[src/hdl/vpic_pkg.sv]
// Constants for the vectored priority interrupt controller
package vpic_pkg;
  localparam int NSRC  = 24;
  localparam int NEXC  = 8;
  localparam int IDXW  = 5;
  localparam int LVLW  = 2;
  localparam int VECW  = 24;
  localparam int AW    = 8;
  // Vector addresses
  localparam logic [VECW-1:0] VEC_RESET = 24'h000004;
  localparam logic [VECW-1:0] VEC_EXC   = 24'h000008;
  localparam logic [VECW-1:0] VEC_RSVD  = 24'h00000C;
  localparam logic [VECW-1:0] VEC_FIRST = 24'h000010;
  localparam logic [VECW-1:0] VEC_LAST  = 24'h00006C;
  localparam int              VEC_STEP_SH = 2;
  // Source indices in fixed order
  localparam int SRC_PORT7 = 8;
  localparam int SRC_PORT0 = 15;
  localparam int SRC_PWM   = 16;
  localparam int SRC_PC3   = 20;
  localparam int SRC_PC0   = 23;
  localparam int NPORT     = 8;
  localparam int NPC       = 4;
  localparam int NPERIPH   = 12;
  localparam int NPERIPH_LO = 8;
  localparam int EXC_ILL   = 3;
  // Register byte offsets
  localparam logic [AW-1:0] OFS_REQ   = 8'h00;
  localparam logic [AW-1:0] OFS_SET   = 8'h04;
  localparam logic [AW-1:0] OFS_LVLA  = 8'h08;
  localparam logic [AW-1:0] OFS_LVLB  = 8'h0C;
  localparam logic [AW-1:0] OFS_FLAG  = 8'h10;
  localparam logic [AW-1:0] OFS_MUX   = 8'h14;
  localparam logic [AW-1:0] OFS_EDGE  = 8'h18;
  localparam logic [AW-1:0] OFS_EXC   = 8'h1C;
  localparam logic [AW-1:0] OFS_STAT  = 8'h20;
  // Field positions
  localparam int FLAG_GIE    = 0;
  localparam int MUX_DBG     = 0;
  localparam int MUX_COMP    = 7;
  localparam int MUX_PC_LSB  = 8;
  localparam int MUX_AD_LSB  = 16;
  localparam int STAT_LVL_LSB = 8;
  localparam int STAT_REQ    = 16;
  localparam int LVL_PER_REG = 16;
  // Reset values and AXI response codes
  localparam logic [NSRC*LVLW-1:0] LVL_RST = '0;
  localparam logic [NPORT-1:0]     EDGE_RST = 8'h00;
  localparam logic [1:0] RESP_OKAY   = 2'h0;
  localparam logic [1:0] RESP_SLVERR = 2'h2;
endpackage

[src/hdl/vpic_edge.sv]
// Pin synchroniser with selectable rising and falling edge pulses
module vpic_edge #(
  parameter int W = 8
) (
  input  wire logic         clk,
  input  wire logic         rst,
  input  wire logic [W-1:0] pin,
  input  wire logic [W-1:0] rise_en,
  input  wire logic [W-1:0] fall_en,
  output logic      [W-1:0] pulse
);
  logic [W-1:0] meta_q;
  logic [W-1:0] sync_q;
  logic [W-1:0] prev_q;

  initial begin
    if (W < 1) $error("vpic_edge: W must be at least 1");
  end

  always_ff @(posedge clk or posedge rst) begin
    if (rst) begin
      meta_q <= '0;
      sync_q <= '0;
      prev_q <= '0;
    end else begin
      meta_q <= pin;
      sync_q <= meta_q;
      prev_q <= sync_q;
    end
  end

  // One-cycle pulse per selected edge
  assign pulse = (sync_q & ~prev_q & rise_en) | (~sync_q & prev_q & fall_en);
endmodule

[src/hdl/vpic_top.sv]
// Vectored priority interrupt controller with AXI4-Lite registers
module vpic_top #(
  parameter int NUM_EXC = vpic_pkg::NEXC
) (
  input  wire logic                      CLK,
  input  wire logic                      RST,
  input  wire logic [vpic_pkg::AW-1:0]   S_AXI_AWADDR,
  input  wire logic                      S_AXI_AWVALID,
  output logic                           S_AXI_AWREADY,
  input  wire logic [31:0]               S_AXI_WDATA,
  input  wire logic [3:0]                S_AXI_WSTRB,
  input  wire logic                      S_AXI_WVALID,
  output logic                           S_AXI_WREADY,
  output logic [1:0]                     S_AXI_BRESP,
  output logic                           S_AXI_BVALID,
  input  wire logic                      S_AXI_BREADY,
  input  wire logic [vpic_pkg::AW-1:0]   S_AXI_ARADDR,
  input  wire logic                      S_AXI_ARVALID,
  output logic                           S_AXI_ARREADY,
  output logic [31:0]                    S_AXI_RDATA,
  output logic [1:0]                     S_AXI_RRESP,
  output logic                           S_AXI_RVALID,
  input  wire logic                      S_AXI_RREADY,
  input  wire logic [vpic_pkg::NPERIPH-1:0] PERIPH_IRQ,
  input  wire logic                      DBG_IRQ,
  input  wire logic [vpic_pkg::NPC-1:0]  DMA_IRQ,
  input  wire logic [vpic_pkg::NPORT-1:0] PORTA_PIN,
  input  wire logic [vpic_pkg::NPORT-1:0] PORTD_PIN,
  input  wire logic [vpic_pkg::NPC-1:0]  PORTC_PIN,
  input  wire logic                      COMP_OUT,
  input  wire logic [NUM_EXC-1:0]        EXC_EVENT,
  input  wire logic                      CPU_ACK,
  input  wire logic                      ENABLE_IRQ_INSTR,
  input  wire logic                      DISABLE_IRQ_INSTR,
  input  wire logic                      TRAP_INSTR,
  input  wire logic                      FLAG_LOAD,
  input  wire logic                      FLAG_LOAD_GIE,
  output logic                           IRQ_REQ,
  output logic [vpic_pkg::VECW-1:0]      VEC_ADDR,
  output logic                           EXC_REQ,
  output logic                           GLOBAL_IRQ_EN
);
  localparam int N = vpic_pkg::NSRC;
  localparam int LW = vpic_pkg::LVLW;

  initial begin
    if (NUM_EXC <= vpic_pkg::EXC_ILL || NUM_EXC > 32) $error("vpic_top: NUM_EXC out of range");
  end

  logic [N-1:0]       req_q;
  logic [N-1:0]       soft_q;
  logic [N*LW-1:0]    lvl_q;
  logic               gie_q;
  logic               comp_sel_q;
  logic               dbg_sel_q;
  logic [vpic_pkg::NPC-1:0]   pc_sel_q;
  logic [vpic_pkg::NPORT-1:0] ad_sel_q;
  logic [vpic_pkg::NPORT-1:0] edge_q;
  logic [NUM_EXC-1:0] exc_q;
  logic [vpic_pkg::IDXW-1:0] win_q;
  logic [LW-1:0]      win_lvl_q;
  logic               aw_full_q;
  logic               w_full_q;
  logic [vpic_pkg::AW-1:0] waddr_q;
  logic [31:0]        wdata_q;
  logic [3:0]         wstrb_q;
  logic               wr_en;
  logic [31:0]        wmask;
  logic [N-1:0]       src;
  logic [N-1:0]       act;
  logic [N-1:0]       ack_mask;
  logic [vpic_pkg::IDXW-1:0] win_d;
  logic [LW-1:0]      win_lvl_d;
  logic               win_ok;
  logic [NUM_EXC-1:0] exc_new;
  logic [2*vpic_pkg::NPORT-1:0] ad_edge;
  logic [vpic_pkg::NPORT-1:0] port_edge;
  logic [vpic_pkg::NPC:0]     dual_edge;

  // Level field of one source
  function automatic logic [LW-1:0] lvl_of(input logic [N*LW-1:0] l, input int i);
    lvl_of = l[i*LW +: LW];
  endfunction

  // Masked update of a register word
  function automatic logic [31:0] wmerge(input logic [31:0] old, input logic [31:0] d, input logic [31:0] m);
    wmerge = (old & ~m) | (d & m);
  endfunction

  // Pin edge capture, both ports synchronised before the select
  vpic_edge #(.W(2 * vpic_pkg::NPORT)) u_port_edge (
    .clk     (CLK),
    .rst     (RST),
    .pin     ({PORTD_PIN, PORTA_PIN}),
    .rise_en ({2{edge_q}}),
    .fall_en ({2{~edge_q}}),
    .pulse   (ad_edge)
  );

  always_comb begin
    for (int k = 0; k < vpic_pkg::NPORT; k++) begin
      port_edge[k] = ad_sel_q[k] ? ad_edge[vpic_pkg::NPORT + k] : ad_edge[k];
    end
  end

  vpic_edge #(.W(vpic_pkg::NPC + 1)) u_dual_edge (
    .clk     (CLK),
    .rst     (RST),
    .pin     ({COMP_OUT, PORTC_PIN}),
    .rise_en ('1),
    .fall_en ('1),
    .pulse   (dual_edge)
  );

  // Source pulses in fixed vector order
  always_comb begin
    src = '0;
    src[vpic_pkg::NPERIPH_LO-1:0] = PERIPH_IRQ[vpic_pkg::NPERIPH_LO-1:0];
    src[vpic_pkg::SRC_PWM +: vpic_pkg::NPC] = PERIPH_IRQ[vpic_pkg::NPERIPH-1:vpic_pkg::NPERIPH_LO];
    for (int k = 0; k < vpic_pkg::NPORT; k++) begin
      src[vpic_pkg::SRC_PORT0 - k] = port_edge[k];
    end
    src[vpic_pkg::SRC_PORT7] = comp_sel_q ? dual_edge[vpic_pkg::NPC] : port_edge[vpic_pkg::NPORT-1];
    src[vpic_pkg::SRC_PORT0] = dbg_sel_q ? DBG_IRQ : port_edge[0];
    for (int k = 0; k < vpic_pkg::NPC; k++) begin
      src[vpic_pkg::SRC_PC0 - k] = pc_sel_q[k] ? dual_edge[k] : DMA_IRQ[k];
    end
  end

  // Winner: highest level, then earliest in order
  always_comb begin
    act = req_q | soft_q;
    win_d = '0;
    win_lvl_d = '0;
    win_ok = 1'b0;
    for (int i = N - 1; i >= 0; i--) begin
      if (act[i] && lvl_of(lvl_q, i) != '0 && lvl_of(lvl_q, i) >= win_lvl_d) begin
        win_d = vpic_pkg::IDXW'(i);
        win_lvl_d = lvl_of(lvl_q, i);
        win_ok = 1'b1;
      end
    end
  end

  always_comb begin
    ack_mask = '0;
    if (CPU_ACK) begin
      ack_mask[win_q] = 1'b1;
    end
  end

  assign exc_new = EXC_EVENT & ~exc_q;
  assign wr_en = aw_full_q && w_full_q && !S_AXI_BVALID;
  always_comb begin
    for (int b = 0; b < 4; b++) begin
      wmask[b*8 +: 8] = {8{wstrb_q[b]}};
    end
  end

  // Pending and software-set requests
  always_ff @(posedge CLK or posedge RST) begin
    if (RST) begin
      req_q <= '0;
    end else begin
      req_q <= (req_q
               & ~ack_mask
               & ~((wr_en && waddr_q == vpic_pkg::OFS_REQ) ? wdata_q[N-1:0] & wmask[N-1:0] : '0))
               | src
               | ((wr_en && waddr_q == vpic_pkg::OFS_SET) ? wdata_q[N-1:0] & wmask[N-1:0] : '0);
    end
  end

  always_ff @(posedge CLK or posedge RST) begin
    if (RST) begin
      soft_q <= '0;
    end else begin
      soft_q <= (soft_q & ~ack_mask & ~((wr_en && waddr_q == vpic_pkg::OFS_REQ) ? wdata_q[N-1:0] & wmask[N-1:0] : '0))
                | ((wr_en && waddr_q == vpic_pkg::OFS_SET) ? wdata_q[N-1:0] & wmask[N-1:0] : '0);
    end
  end

  // Configuration registers
  always_ff @(posedge CLK or posedge RST) begin
    if (RST) begin
      lvl_q      <= vpic_pkg::LVL_RST;
      comp_sel_q <= 1'b0;
      dbg_sel_q  <= 1'b0;
      pc_sel_q   <= '0;
      ad_sel_q   <= '0;
      edge_q     <= vpic_pkg::EDGE_RST;
    end else if (wr_en) begin
      unique case (waddr_q)
        vpic_pkg::OFS_LVLA: begin
          lvl_q[0 +: 32] <= wmerge(lvl_q[0 +: 32], wdata_q, wmask);
        end
        vpic_pkg::OFS_LVLB: begin
          lvl_q[N*LW-1:32] <= 16'(wmerge({16'h0000, lvl_q[N*LW-1:32]}, wdata_q, wmask));
        end
        vpic_pkg::OFS_MUX: begin
          if (wstrb_q[0]) begin
            comp_sel_q <= wdata_q[vpic_pkg::MUX_COMP];
            dbg_sel_q  <= wdata_q[vpic_pkg::MUX_DBG];
          end
          if (wstrb_q[1]) pc_sel_q <= wdata_q[vpic_pkg::MUX_PC_LSB +: vpic_pkg::NPC];
          if (wstrb_q[2]) ad_sel_q <= wdata_q[vpic_pkg::MUX_AD_LSB +: vpic_pkg::NPORT];
        end
        vpic_pkg::OFS_EDGE: begin
          if (wstrb_q[0]) edge_q <= wdata_q[vpic_pkg::NPORT-1:0];
        end
        default: begin
        end
      endcase
    end
  end

  // Exception status bits, write 1 to clear, new event wins
  always_ff @(posedge CLK or posedge RST) begin
    if (RST) begin
      exc_q <= '0;
    end else begin
      exc_q <= (exc_q & ~((wr_en && waddr_q == vpic_pkg::OFS_EXC) ? wdata_q[NUM_EXC-1:0] & wmask[NUM_EXC-1:0] : '0))
               | EXC_EVENT;
    end
  end

  // Global interrupt enable
  always_ff @(posedge CLK or posedge RST) begin
    if (RST) begin
      gie_q <= 1'b0;
    end else if (|exc_new || TRAP_INSTR || DISABLE_IRQ_INSTR || CPU_ACK) begin
      gie_q <= 1'b0;
    end else if (ENABLE_IRQ_INSTR) begin
      gie_q <= 1'b1;
    end else if (FLAG_LOAD) begin
      gie_q <= FLAG_LOAD_GIE;
    end else if (wr_en && waddr_q == vpic_pkg::OFS_FLAG && wstrb_q[0]) begin
      gie_q <= wdata_q[vpic_pkg::FLAG_GIE];
    end
  end

  // Request and vector presented to the core
  always_ff @(posedge CLK or posedge RST) begin
    if (RST) begin
      IRQ_REQ   <= 1'b0;
      EXC_REQ   <= 1'b0;
      VEC_ADDR  <= vpic_pkg::VEC_RESET;
      win_q     <= '0;
      win_lvl_q <= '0;
    end else begin
      EXC_REQ   <= |exc_new;
      IRQ_REQ   <= win_ok && gie_q && !CPU_ACK && ~|exc_new;
      win_q     <= win_d;
      win_lvl_q <= win_lvl_d;
      if (|exc_new) begin
        VEC_ADDR <= vpic_pkg::VEC_EXC;
      end else if (win_ok) begin
        VEC_ADDR <= vpic_pkg::VEC_FIRST + (vpic_pkg::VECW'(win_d) << vpic_pkg::VEC_STEP_SH);
      end
    end
  end

  // AXI4-Lite write channel
  always_ff @(posedge CLK or posedge RST) begin
    if (RST) begin
      S_AXI_AWREADY <= 1'b0;
      aw_full_q     <= 1'b0;
      waddr_q       <= '0;
    end else begin
      S_AXI_AWREADY <= S_AXI_AWVALID && !S_AXI_AWREADY && !aw_full_q && !S_AXI_BVALID;
      if (S_AXI_AWVALID && S_AXI_AWREADY) begin
        aw_full_q <= 1'b1;
        waddr_q   <= {S_AXI_AWADDR[vpic_pkg::AW-1:2], 2'b00};
      end else if (wr_en) begin
        aw_full_q <= 1'b0;
      end
    end
  end

  always_ff @(posedge CLK or posedge RST) begin
    if (RST) begin
      S_AXI_WREADY <= 1'b0;
      w_full_q     <= 1'b0;
      wdata_q      <= '0;
      wstrb_q      <= '0;
    end else begin
      S_AXI_WREADY <= S_AXI_WVALID && !S_AXI_WREADY && !w_full_q && !S_AXI_BVALID;
      if (S_AXI_WVALID && S_AXI_WREADY) begin
        w_full_q <= 1'b1;
        wdata_q  <= S_AXI_WDATA;
        wstrb_q  <= S_AXI_WSTRB;
      end else if (wr_en) begin
        w_full_q <= 1'b0;
      end
    end
  end

  always_ff @(posedge CLK or posedge RST) begin
    if (RST) begin
      S_AXI_BVALID <= 1'b0;
      S_AXI_BRESP  <= vpic_pkg::RESP_OKAY;
    end else if (wr_en) begin
      S_AXI_BVALID <= 1'b1;
      S_AXI_BRESP  <= (waddr_q > vpic_pkg::OFS_EXC) ? vpic_pkg::RESP_SLVERR : vpic_pkg::RESP_OKAY;
    end else if (S_AXI_BREADY) begin
      S_AXI_BVALID <= 1'b0;
    end
  end

  // AXI4-Lite read channel
  always_ff @(posedge CLK or posedge RST) begin
    if (RST) begin
      S_AXI_ARREADY <= 1'b0;
      S_AXI_RVALID  <= 1'b0;
      S_AXI_RDATA   <= '0;
      S_AXI_RRESP   <= vpic_pkg::RESP_OKAY;
    end else begin
      S_AXI_ARREADY <= S_AXI_ARVALID && !S_AXI_ARREADY && !S_AXI_RVALID;
      if (S_AXI_ARVALID && S_AXI_ARREADY) begin
        S_AXI_RVALID <= 1'b1;
        S_AXI_RRESP  <= vpic_pkg::RESP_OKAY;
        S_AXI_RDATA  <= '0;
        unique case ({S_AXI_ARADDR[vpic_pkg::AW-1:2], 2'b00})
          vpic_pkg::OFS_REQ:  S_AXI_RDATA[N-1:0] <= req_q | soft_q;
          vpic_pkg::OFS_SET:  S_AXI_RDATA[N-1:0] <= soft_q;
          vpic_pkg::OFS_LVLA: S_AXI_RDATA <= lvl_q[0 +: 32];
          vpic_pkg::OFS_LVLB: S_AXI_RDATA[15:0] <= lvl_q[N*LW-1:32];
          vpic_pkg::OFS_FLAG: S_AXI_RDATA[vpic_pkg::FLAG_GIE] <= gie_q;
          vpic_pkg::OFS_MUX: begin
            S_AXI_RDATA[vpic_pkg::MUX_COMP] <= comp_sel_q;
            S_AXI_RDATA[vpic_pkg::MUX_DBG]  <= dbg_sel_q;
            S_AXI_RDATA[vpic_pkg::MUX_PC_LSB +: vpic_pkg::NPC]  <= pc_sel_q;
            S_AXI_RDATA[vpic_pkg::MUX_AD_LSB +: vpic_pkg::NPORT] <= ad_sel_q;
          end
          vpic_pkg::OFS_EDGE: S_AXI_RDATA[vpic_pkg::NPORT-1:0] <= edge_q;
          vpic_pkg::OFS_EXC:  S_AXI_RDATA[NUM_EXC-1:0] <= exc_q;
          vpic_pkg::OFS_STAT: begin
            S_AXI_RDATA[vpic_pkg::IDXW-1:0] <= win_q;
            S_AXI_RDATA[vpic_pkg::STAT_LVL_LSB +: LW] <= win_lvl_q;
            S_AXI_RDATA[vpic_pkg::STAT_REQ] <= IRQ_REQ;
          end
          default: S_AXI_RRESP <= vpic_pkg::RESP_SLVERR;
        endcase
      end else if (S_AXI_RREADY) begin
        S_AXI_RVALID <= 1'b0;
      end
    end
  end

  assign GLOBAL_IRQ_EN = gie_q;
endmodule

[config.mk]
export PLATFORM = sky130hd
export DESIGN_NAME = vpic_top
export DESIGN_NICKNAME = d
export VERILOG_FILES = /design/src/hdl/vpic_pkg.sv /design/src/hdl/vpic_edge.sv /design/src/hdl/vpic_top.sv
export SDC_FILE = /design/constraint.sdc
export NUM_CORES = 1
export LEC_CHECK = 0
export ABC_AREA = 1
export BUFFER_PORTS_ARGS = -buffer_cell sky130_fd_sc_hd__buf_4
export CORE_MARGIN = 10
export CORE_UTILIZATION = 53
export CTS_BUF_LIST = sky130_fd_sc_hd__clkbuf_8 sky130_fd_sc_hd__clkbuf_16
export DETAILED_ROUTE_END_ITERATION = 8
export HOLD_SLACK_MARGIN = 0.06
export PLACE_DENSITY = 0.83
export RECOVER_POWER = 25
export REMOVE_ABC_BUFFERS = 1
export SYNTH_ARGS = -nofsm -noshare
export SYNTH_HDL_FRONTEND = slang
export SYNTH_SLANG_ARGS = --single-unit
[constraint.sdc]
create_clock -name CLK -period 19.8 [get_ports CLK]
set_input_delay 0.99 -clock CLK [delete_from_list [all_inputs] [get_ports CLK]]
set_output_delay 0.99 -clock CLK [all_outputs]
set_load 0.05 [all_outputs]
==> results_dict.tcl, run 1 <==
set metrics [dict create \
    p_per_area_nw_per_um2 201.0 \
    drc 0 \
    ios 179 \
    cts_root_buf "clkbuf_16" \
    grt_max_degree 133 \
    regArea_sq_um 7208 \
    vias_per_cell 5.913 \
    ys_types 59 \
    die_w_um 181.7 \
    synthCells 1638 \
    drv_slew 133 \
    insertion_delay_ns 0.58 \
    fin_cells 2314 \
    final_common_cell "buf_4" \
    grt_first_pass_wirelength_um 73600 \
    dp_hpwl_um 33030 \
    ys.flop_type "dfrtp_1" \
    cp_slowest_stage_delay_ns 0.36 \
    cts_tree "done" \
    multi_input_area_sq_um 6525 \
    core-area_sq_um 25910 \
    p_int_mw 2.091 \
    ys_async_sr_fraction 1.000 \
    num_rows 59 \
    p_sw_frac 0.4370 \
    grt_usage 0.2782 \
    crit_path_max_fanout 4 \
    setup_viol 14 \
    drtPass1Iterations 6 \
    nets 2097 \
    cts.reportedPaths.clkPinSlew_ns 0.07 \
    power_frac_comb 0.610 \
    mostFrequentLayoutCells "299 x buf_4, 287 x dfrtp_1, 276 x nand2_1, 193 x inv_1, 160 x o21ai_0" \
    status "finished with violations" \
    vias 13682 \
    critPathMostFrequentCell "nand2_2" \
    rsz0062_at_grt "true" \
    dp.cells 2193 \
    cts_hold_buffers 0 \
    final.period_utilization 1.056 \
    io_buffers 154 \
    hold_ws_ns 0.3472 \
    hold_viol_final 0 \
    drv_cap 1 \
    layout_min_cycle_time_ns 20.91 \
    drt-total-wl_um 49050 \
    die_area_sq_um 33000 \
    synth_seq_cells 288 \
    drt_iter0_drc 1660 \
    startpoint_type "flop" \
    antenna_found_initial 0 \
    slew_headroom -2.842 \
    synth_edf_count 0 \
    die_h_um 181.7 \
    crit_path_end_kind "flop" \
    cts_buffers 30 \
    cp.arrival_ns 21.37 \
    tns_ns -11.98 \
    slowest_stage "dfrtp_1" \
    crit_family "simple AND/OR/NAND/NOR gates" \
    clock-skew-final_ns 0.01800 \
    tightest_slew_ns 5.764 \
    clockPowerShare 0.156 \
    max_freq_ghz 0.04782 \
    seqPwrFrac 0.234 \
    ant_nets 0 \
    required_ns 20.25 \
    total_power_mw 3.714 \
    avgSynthCellArea_sq_um 8.457 \
    p_leak_nw 8.850 \
    violations "capacitance limit, slew limit, setup timing" \
    path_class "flop to flop" \
    cts_max_level 1 \
    clk_path_buf_depth 3 \
    n_fill_cell 1850 \
    clkSinkCount 288 \
    ys_warn_count 0 \
    mappedNetlistArea_sq_um 13850 \
    synth-seq-area-share 0.5204 \
    grt_pass1_vias 13261 \
    p_sw_mw 1.623 \
    hp-class "flop to flop" \
    diodes 0 \
    gp_congestion 0.9811 \
    peakVddDrop_v 0.0001370 \
    wire_per_inst_um 21.20 \
    area_delta_synth_final_pct 33.40 \
    start_util 0.5346 \
    pre_cts_ws_ns -2.047 \
    critPathBufInv 27 \
    drive_above_1_share 0.3128 \
    setup_slack_ns -1.114 \
    overflow 0 \
]
[metal layers]
metal	track usage	share of wire	up-vias	wire [um]
met5	0	0	-	0
met4	0.1129	0.050	0	2451
met3	0.07336	0.12	182	5997
met2	0.4416	0.46	835	22470
met1	0.3550	0.37	6594	18130
li1	-	-	6071	-
[kinds of logic (layout without fill, tap and decap cells)]
| family | count (synthesis) | count (layout) | synth area share |
|---|---|---|---|
| AOI/OAI and AO/OA | 387 | 387 | 0.1657 |
| xor gates and xnor gates | 4 | 4 | 0.002530 |
| adders and majority gates | 26 | 26 | 0.02348 |
| buffers and inverters | 280 | 602 | 0.08147 |
| DFF | 288 | 288 | 0.5204 |
| muxes | 8 | 8 | 0.006504 |
| other | 1 | 20 | 0.0002707 |
| and+or+nand+nor | 644 | 644 | 0.1996 |
[power by group through the flow]
stage          Clock [mW]  Combinational [mW]  Sequential, mW
2_1_floorplan           0               0.896           0.868
3_3_place_gp            0                1.47           0.859
3_5_place_dp            0                1.50           0.865
4_1_cts             0.579                1.62           0.858
5_1_grt             0.602                2.45           0.882
6_report            0.578                2.27           0.869
[cells in the mapped netlist (3+ instances only)]
library cell | number | area, sq um
nand2_1 | 344 | 1291
dfrtp_1 | 287 | 7182
inv_1 | 210 | 788.3
o21ai_0 | 171 | 855.8
nor2_1 | 133 | 499.2
nand3_1 | 92 | 460.4
a21oi_1 | 86 | 430.4
clkbuf_1 | 33 | 123.9
o22ai_1 | 27 | 168.9
ha_1 | 26 | 325.3
buf_4 | 20 | 150.1
o221ai_1 | 18 | 157.7
a221oi_1 | 16 | 140.1
nor3_1 | 16 | 80.08
and2_1 | 11 | 68.82
o211ai_1 | 10 | 75.07
a31oi_1 | 8 | 50.05
mux2_2 | 8 | 90.09
a22oi_1 | 7 | 52.55
nand2_2 | 7 | 43.79
nand4_1 | 7 | 43.79
o31ai_1 | 7 | 52.55
a21o_1 | 6 | 45.04
inv_2 | 6 | 22.52
nor4_1 | 6 | 37.54
o311ai_0 | 6 | 52.55
or2_2 | 6 | 37.54
clkinv_1 | 5 | 18.77
nor2_2 | 5 | 31.28
buf_1 | 4 | 15.01
nand3b_1 | 4 | 30.03
a22o_1 | 3 | 26.28
o2111ai_1 | 3 | 26.28
o211ai_2 | 3 | 37.54
o21ai_1 | 3 | 15.01
o21bai_1 | 3 | 22.52
xnor2_1 | 3 | 26.28
[per-stage QoR]
stage	instance area, sq um	utilization
2_1_floorplan	13630	-
3_3_place_gp	16010	0.6178
3_5_place_dp	16010	0.6178
4_1_cts	17480	0.6746
5_1_grt	18480	0.7132
6_report	18480	0.7132
[path summary, 6_finish.rpt]
check / depth (start not counted) / from / end / slack (ns)
setup / recovery: 182 / req_q[23] / VEC_ADDR[5] / -1.11
hold / removal: 0 / u_port_edge.meta_q[6] / u_port_edge.sync_q[6] / 0.35
setup reg to reg: 182 / req_q[23] / VEC_ADDR[5] / -1.11
hold reg to reg: 0 / u_port_edge.meta_q[6] / u_port_edge.sync_q[6] / 0.35
max in group asynchronous: 4 / RST / edge_q[3] / 13.88
min in group asynchronous: 2 / RST / u_port_edge.sync_q[6] / 2.16
[area by class of cell]
type	count	share of cell area
clock buffer	34	0.04360
inverter	223	0.04570
timing repair buffer	328	0.1337
tap	335	0.02268
multi-input combinational	1089	0.3531
clock inverter	17	0.01117
sequential	288	0.3901
[timing repair]
item,CTS,global route
pin swaps,9,151
gates resized for setup,33,204
setup endpoints to repair,14,14
buffers inserted,47,36
(Power assumes the default switching activity.)
==> inputs of run 2 (changes only) <==
GPL_TIMING_DRIVEN = 0   (was unset)
==> results_dict.tcl, run 2 (synthesis gave the netlist of run 1 again) <==
set metrics [dict create \
    status "finished with violations" \
    violations "capacitance limit, slew limit, setup timing" \
    crit_start "soft_q[23]" \
    p_sw_mw 1.647 \
    antenna_found_initial 0 \
    crit_path_max_fanout 4 \
    clockPowerShare 0.180 \
    path_class "flop to flop" \
    rsz0062_at_grt "true" \
    startpoint_type "flop" \
    insertion_delay_ns 0.59 \
    critPathMostFrequentCell "nand2_2" \
    hold_ws_ns 0.3462 \
    drtPass1Iterations 6 \
    diodes 0 \
    layout_min_cycle_time_ns 21.65 \
    tightest_slew_ns 5.135 \
    grt_max_degree 133 \
    area_delta_synth_final_pct 30.86 \
    ant_nets 0 \
    setup_viol 14 \
    min_from "u_port_edge.meta_q[2]" \
    cts_max_level 1 \
    hold_viol_final 0 \
    critPathBufInv 26 \
    cts_tree "done" \
    highest_layer "met4" \
    clkSinkCount 288 \
    cp_slowest_stage_delay_ns 0.43 \
    overflow 0 \
    wl_met3_um 5449 \
    cts_root_buf "clkbuf_16" \
    dr_wl_met2_um 21770 \
    p_leak_nw 8.492 \
    reg2reg_from "soft_q[23]" \
    vias_per_cell 5.979 \
    gp_congestion 0.9493 \
    cts_buffers 31 \
    nets 1992 \
    n_fill_cell 1875 \
    mostFrequentLayoutCells "287 x dfrtp_1, 275 x nand2_1, 192 x buf_4, 183 x inv_1, 161 x o21ai_0" \
    wl_met1_um 17930 \
    ios 179 \
    required_ns 20.28 \
    drt-total-wl_um 47390 \
    drv_slew 159 \
    core-area_sq_um 25910 \
    power_frac_comb 0.584 \
    clock-skew-final_ns 0.01262 \
    grt_pass1_vias 12423 \
    die_w_um 181.7 \
    cts_hold_buffers 0 \
    wire_per_inst_um 21.41 \
    drt_iter0_drc 1580 \
    hp-class "flop to flop" \
    die_area_sq_um 33000 \
    max_freq_ghz 0.04619 \
    drv_cap 2 \
    slowest_stage "dfrtp_1" \
    multi_input_area_sq_um 6760 \
    regArea_sq_um 7208 \
    cts.reportedPaths.clkPinSlew_ns 0.06 \
    vias 13238 \
    dp_hpwl_um 31460 \
    setup_slack_ns -1.849 \
    clk_path_buf_depth 3 \
    final_util 0.6996 \
    num_rows 59 \
    drive_above_1_share 0.2874 \
    final_common_cell "dfrtp_1" \
    crit_path_end_kind "flop" \
    seqPwrFrac 0.237 \
    p_sw_frac 0.4479 \
    peakVddDrop_v 0.0001155 \
    die_h_um 181.7 \
    drc 0 \
    p_int_mw 2.030 \
    grt_first_pass_wirelength_um 68530 \
    final.period_utilization 1.093 \
    io_buffers 154 \
    slew_headroom -2.424 \
    start_util 0.5346 \
    cp.arrival_ns 22.13 \
    crit_family "simple AND/OR/NAND/NOR gates" \
    p_per_area_nw_per_um2 202.9 \
    grt_usage 0.2601 \
]
run 2: power groups by stage:
stage | clock network, mW | logic [mW] | registers [mW]
3_3_place_gp | 0 | 1.24 | 0.860
2_1_floorplan | 0 | 0.896 | 0.868
6_report | 0.660 | 2.15 | 0.871
3_5_place_dp | 0 | 1.29 | 0.866
4_1_cts | 0.663 | 1.41 | 0.858
5_1_grt | 0.687 | 2.31 | 0.883
run 2: worst register-to-register path, delay by kind of cell, from the launching register on:
family | cells | cell delay, ns
AND/OR/NAND/NOR | 107 | 10.97
adder cells (fa/ha/maj) | 24 | 5.74
AO/OA/AOI/OAI | 22 | 2.97
buffers and inverters | 26 | 1.47
flip-flops | 1 | 0.43
run 2: path summary, 6_finish.rpt:
kind / cells past startpoint / slack, ns / endpoint
worst min-delay path: 0 / 0.35 / u_port_edge.sync_q[2]
worst max register to register: 179 / -1.85 / VEC_ADDR[5]
worst min register to register: 0 / 0.35 / u_port_edge.sync_q[2]
min in group asynchronous: 2 / 1.11 / u_port_edge.prev_q[5]
max in group asynchronous: 3 / 12.91 / u_port_edge.meta_q[2]
worst max-delay path: 179 / -1.85 / VEC_ADDR[5]
run 2: routing by layer:
metal	vias up	global-route usage
met1	6402	0.3444
li1	5856	-
met2	813	0.4065
met5	-	0
met4	0	0.09893
met3	167	0.06183
run 2: through the flow:
step / instances / total power, mW / instance area, sq um / setup WS, ns / setup TNS, ns
final: 2214 / 3.678 / 18130 / -1.849 / -20.93
after global routing: 2214 / 3.875 / 18130 / -2.664 / -32.38
after CTS: 2169 / 2.931 / 16850 / -1.893 / -22.08
after detailed placement: 2093 / 2.151 / 15340 / -4.128 / -49.80
after global placement: 2089 / 2.103 / 15210 / -3.586 / -43.12
after floorplan: 1600 / 1.764 / 13630 / -0.4442 / -1.938
run 2: layout make-up:
class | instances | share of cell area
Clock inverter | 22 | 0.01871
Tap cell | 335 | 0.02312
Multi-Input combinational cell | 1089 | 0.3729
Inverter | 223 | 0.04714
Sequential cell | 288 | 0.3976
Timing Repair Buffer | 222 | 0.09463
Clock buffer | 35 | 0.04583
run 2: timing repair:
item | in CTS | in global routing
endpoints found under the setup margin | 14 | 14
pin swaps | 23 | 153
resized for setup | 62 | 217
setup buffers | 19 | 45
==> inputs of run 3 (changes only) <==
PLACE_DENSITY = 0.74   (was 0.83)
==> results_dict.tcl, run 3 (synthesis gave the netlist of run 1 again) <==
set metrics [dict create \
    crit_path_max_fanout 4 \
    cts.reportedPaths.clkPinSlew_ns 0.07 \
    p_sw_mw 1.643 \
    fin_cells 2211 \
    reg2reg_depth 180 \
    die_area_sq_um 33000 \
    startpoint_type "flop" \
    rsz0062_at_grt "true" \
    antenna_found_initial 0 \
    num_rows 59 \
    drtPass1Iterations 6 \
    hold_ws_ns 0.3465 \
    wire_per_inst_um 21.33 \
    grt_pass1_vias 12391 \
    drv_cap 3 \
    tightest_slew_ns 4.939 \
    cp.arrival_ns 21.59 \
    regArea_sq_um 7208 \
    slowest_stage "dfrtp_1" \
    drive_above_1_share 0.2921 \
    drt-total-wl_um 47150 \
    reg2reg_from "soft_q[23]" \
    cts_root_buf "clkbuf_16" \
    reg2reg_slack_ns -1.32 \
    p_sw_frac 0.4478 \
    slew_headroom -2.293 \
    layout_min_cycle_time_ns 21.12 \
    pre_cts_ws_ns -3.973 \
    n_fill_cell 1989 \
    cp_slowest_stage_delay_ns 0.42 \
    min_from "u_port_edge.meta_q[6]" \
    setup_slack_ns -1.325 \
    seqPwrFrac 0.237 \
    drt_iter0_drc 1455 \
    clk_path_buf_depth 3 \
    p_leak_nw 8.463 \
    max_freq_ghz 0.04734 \
    peakVddDrop_v 0.0001338 \
    holdPathEnd "u_port_edge.sync_q[6]" \
    final_common_cell "dfrtp_1" \
    grt_max_degree 125 \
    p_per_area_nw_per_um2 202.5 \
    hold_viol_final 0 \
    crit_path_end_kind "flop" \
    die_w_um 181.7 \
    grt_usage 0.2631 \
    required_ns 20.26 \
    drc 0 \
    overflow 0 \
    core-area_sq_um 25910 \
    ios 179 \
    multi_input_area_sq_um 6852 \
    start_util 0.5346 \
    power_frac_comb 0.595 \
    violations "capacitance limit, slew limit, setup timing" \
    insertion_delay_ns 0.58 \
    final.period_utilization 1.067 \
    hold_depth 0 \
    dp.cells 2093 \
    vias 12981 \
    hp-class "flop to flop" \
    r2r_end "VEC_ADDR[5]" \
    vias_per_cell 5.871 \
    dp_hpwl_um 32510 \
    path_class "flop to flop" \
    gp_congestion 0.9500 \
    critPathMostFrequentCell "nand2_2" \
    setup_viol 14 \
    nets 1990 \
    area_delta_synth_final_pct 30.75 \
    mostFrequentLayoutCells "287 x dfrtp_1, 265 x nand2_1, 190 x buf_4, 187 x inv_1, 160 x o21ai_0" \
    clkSinkCount 288 \
    cts_buffers 31 \
    die_h_um 181.7 \
    io_buffers 154 \
    p_int_mw 2.025 \
    ant_nets 0 \
    cts_tree "done" \
    status "finished with violations" \
    cts_max_level 1 \
    grt_first_pass_wirelength_um 69080 \
    drv_slew 181 \
    clock-skew-final_ns 0.01441 \
    diodes 0 \
    clockPowerShare 0.168 \
]
## run 3: changes by cell type in the layout (fill, tap and decap cells not counted), sizes merged
cell      before  now
buf          197  195
bufinv         8    5
clkinvlp       4    6
## run 3: cell type report
cell class              count  area share
clock buffers              35     0.04587
multi-input cells        1089      0.3783
clock inverters            21     0.01423
well taps                 335     0.02314
flip-flops and latches    288      0.3980
repair buffers            220     0.09326
inverters                 223     0.04718
## run 3: what timing repair did
item                       in CTS  in global routing
setup buffers                  14                 47
setup endpoints to repair      14                 14
resized for setup              54                244
cloned                          0                  0
hold buffers                    0                  0
pin swaps                      16                159
## run 3: worst max-delay path by stage
stage / slack, ns / end / start
final: -1.32 / VEC_ADDR[5] / soft_q[23]
after global routing: -2.24 / VEC_ADDR[5] / soft_q[23]
after CTS: -2.05 / VEC_ADDR[5] / req_q[23]
after detailed placement: -3.97 / VEC_ADDR[5] / soft_q[23]
after global placement: -3.61 / VEC_ADDR[5] / soft_q[23]
after floorplan: -0.44 / VEC_ADDR[5] / soft_q[23]
## run 3: layer usage
| layer | GRT usage | vias to the layer above | wire [um] | part of all wire |
|---|---|---|---|---|
| met4 | 0.09079 | 0 | 2224 | 0.047 |
| li1 | - | 5871 | - | - |
| met1 | 0.3480 | 6286 | 18490 | 0.39 |
| met2 | 0.4172 | 683 | 21550 | 0.46 |
| met5 | 0 | - | 0 | 0 |
| met3 | 0.06064 | 141 | 4880 | 0.10 |
## run 3: power by group through the flow
stage	clock [mW]	combinational [mW]	sequential, mW
after global placement	0	1.25	0.863
after floorplan	0	0.896	0.868
final	0.615	2.18	0.868
after CTS	0.621	1.38	0.858
after global routing	0.645	2.36	0.879
after detailed placement	0	1.29	0.866
## run 3: stage by stage
step | setup TNS, ns | instance area [sq um] | power (mW) | utilization
after detailed placement | -48.40 | 15330 | 2.152 | 0.5917
after global placement | -43.49 | 15210 | 2.110 | 0.5870
after CTS | -23.91 | 16680 | 2.854 | 0.6439
final | -12.54 | 18110 | 3.668 | 0.6990
after global routing | -25.71 | 18110 | 3.884 | 0.6990
after floorplan | -1.938 | 13630 | 1.764 | -
## run 3: worst max-delay path: cells and delay by family, from the launching register on
family                     cells  cell delay [ns]
and+or+nand+nor              108            10.56
buffers and inverters         26             1.47
DFF                            1             0.42
adders and majority gates     24             5.53
AOI/OAI and AO/OA             22             3.00
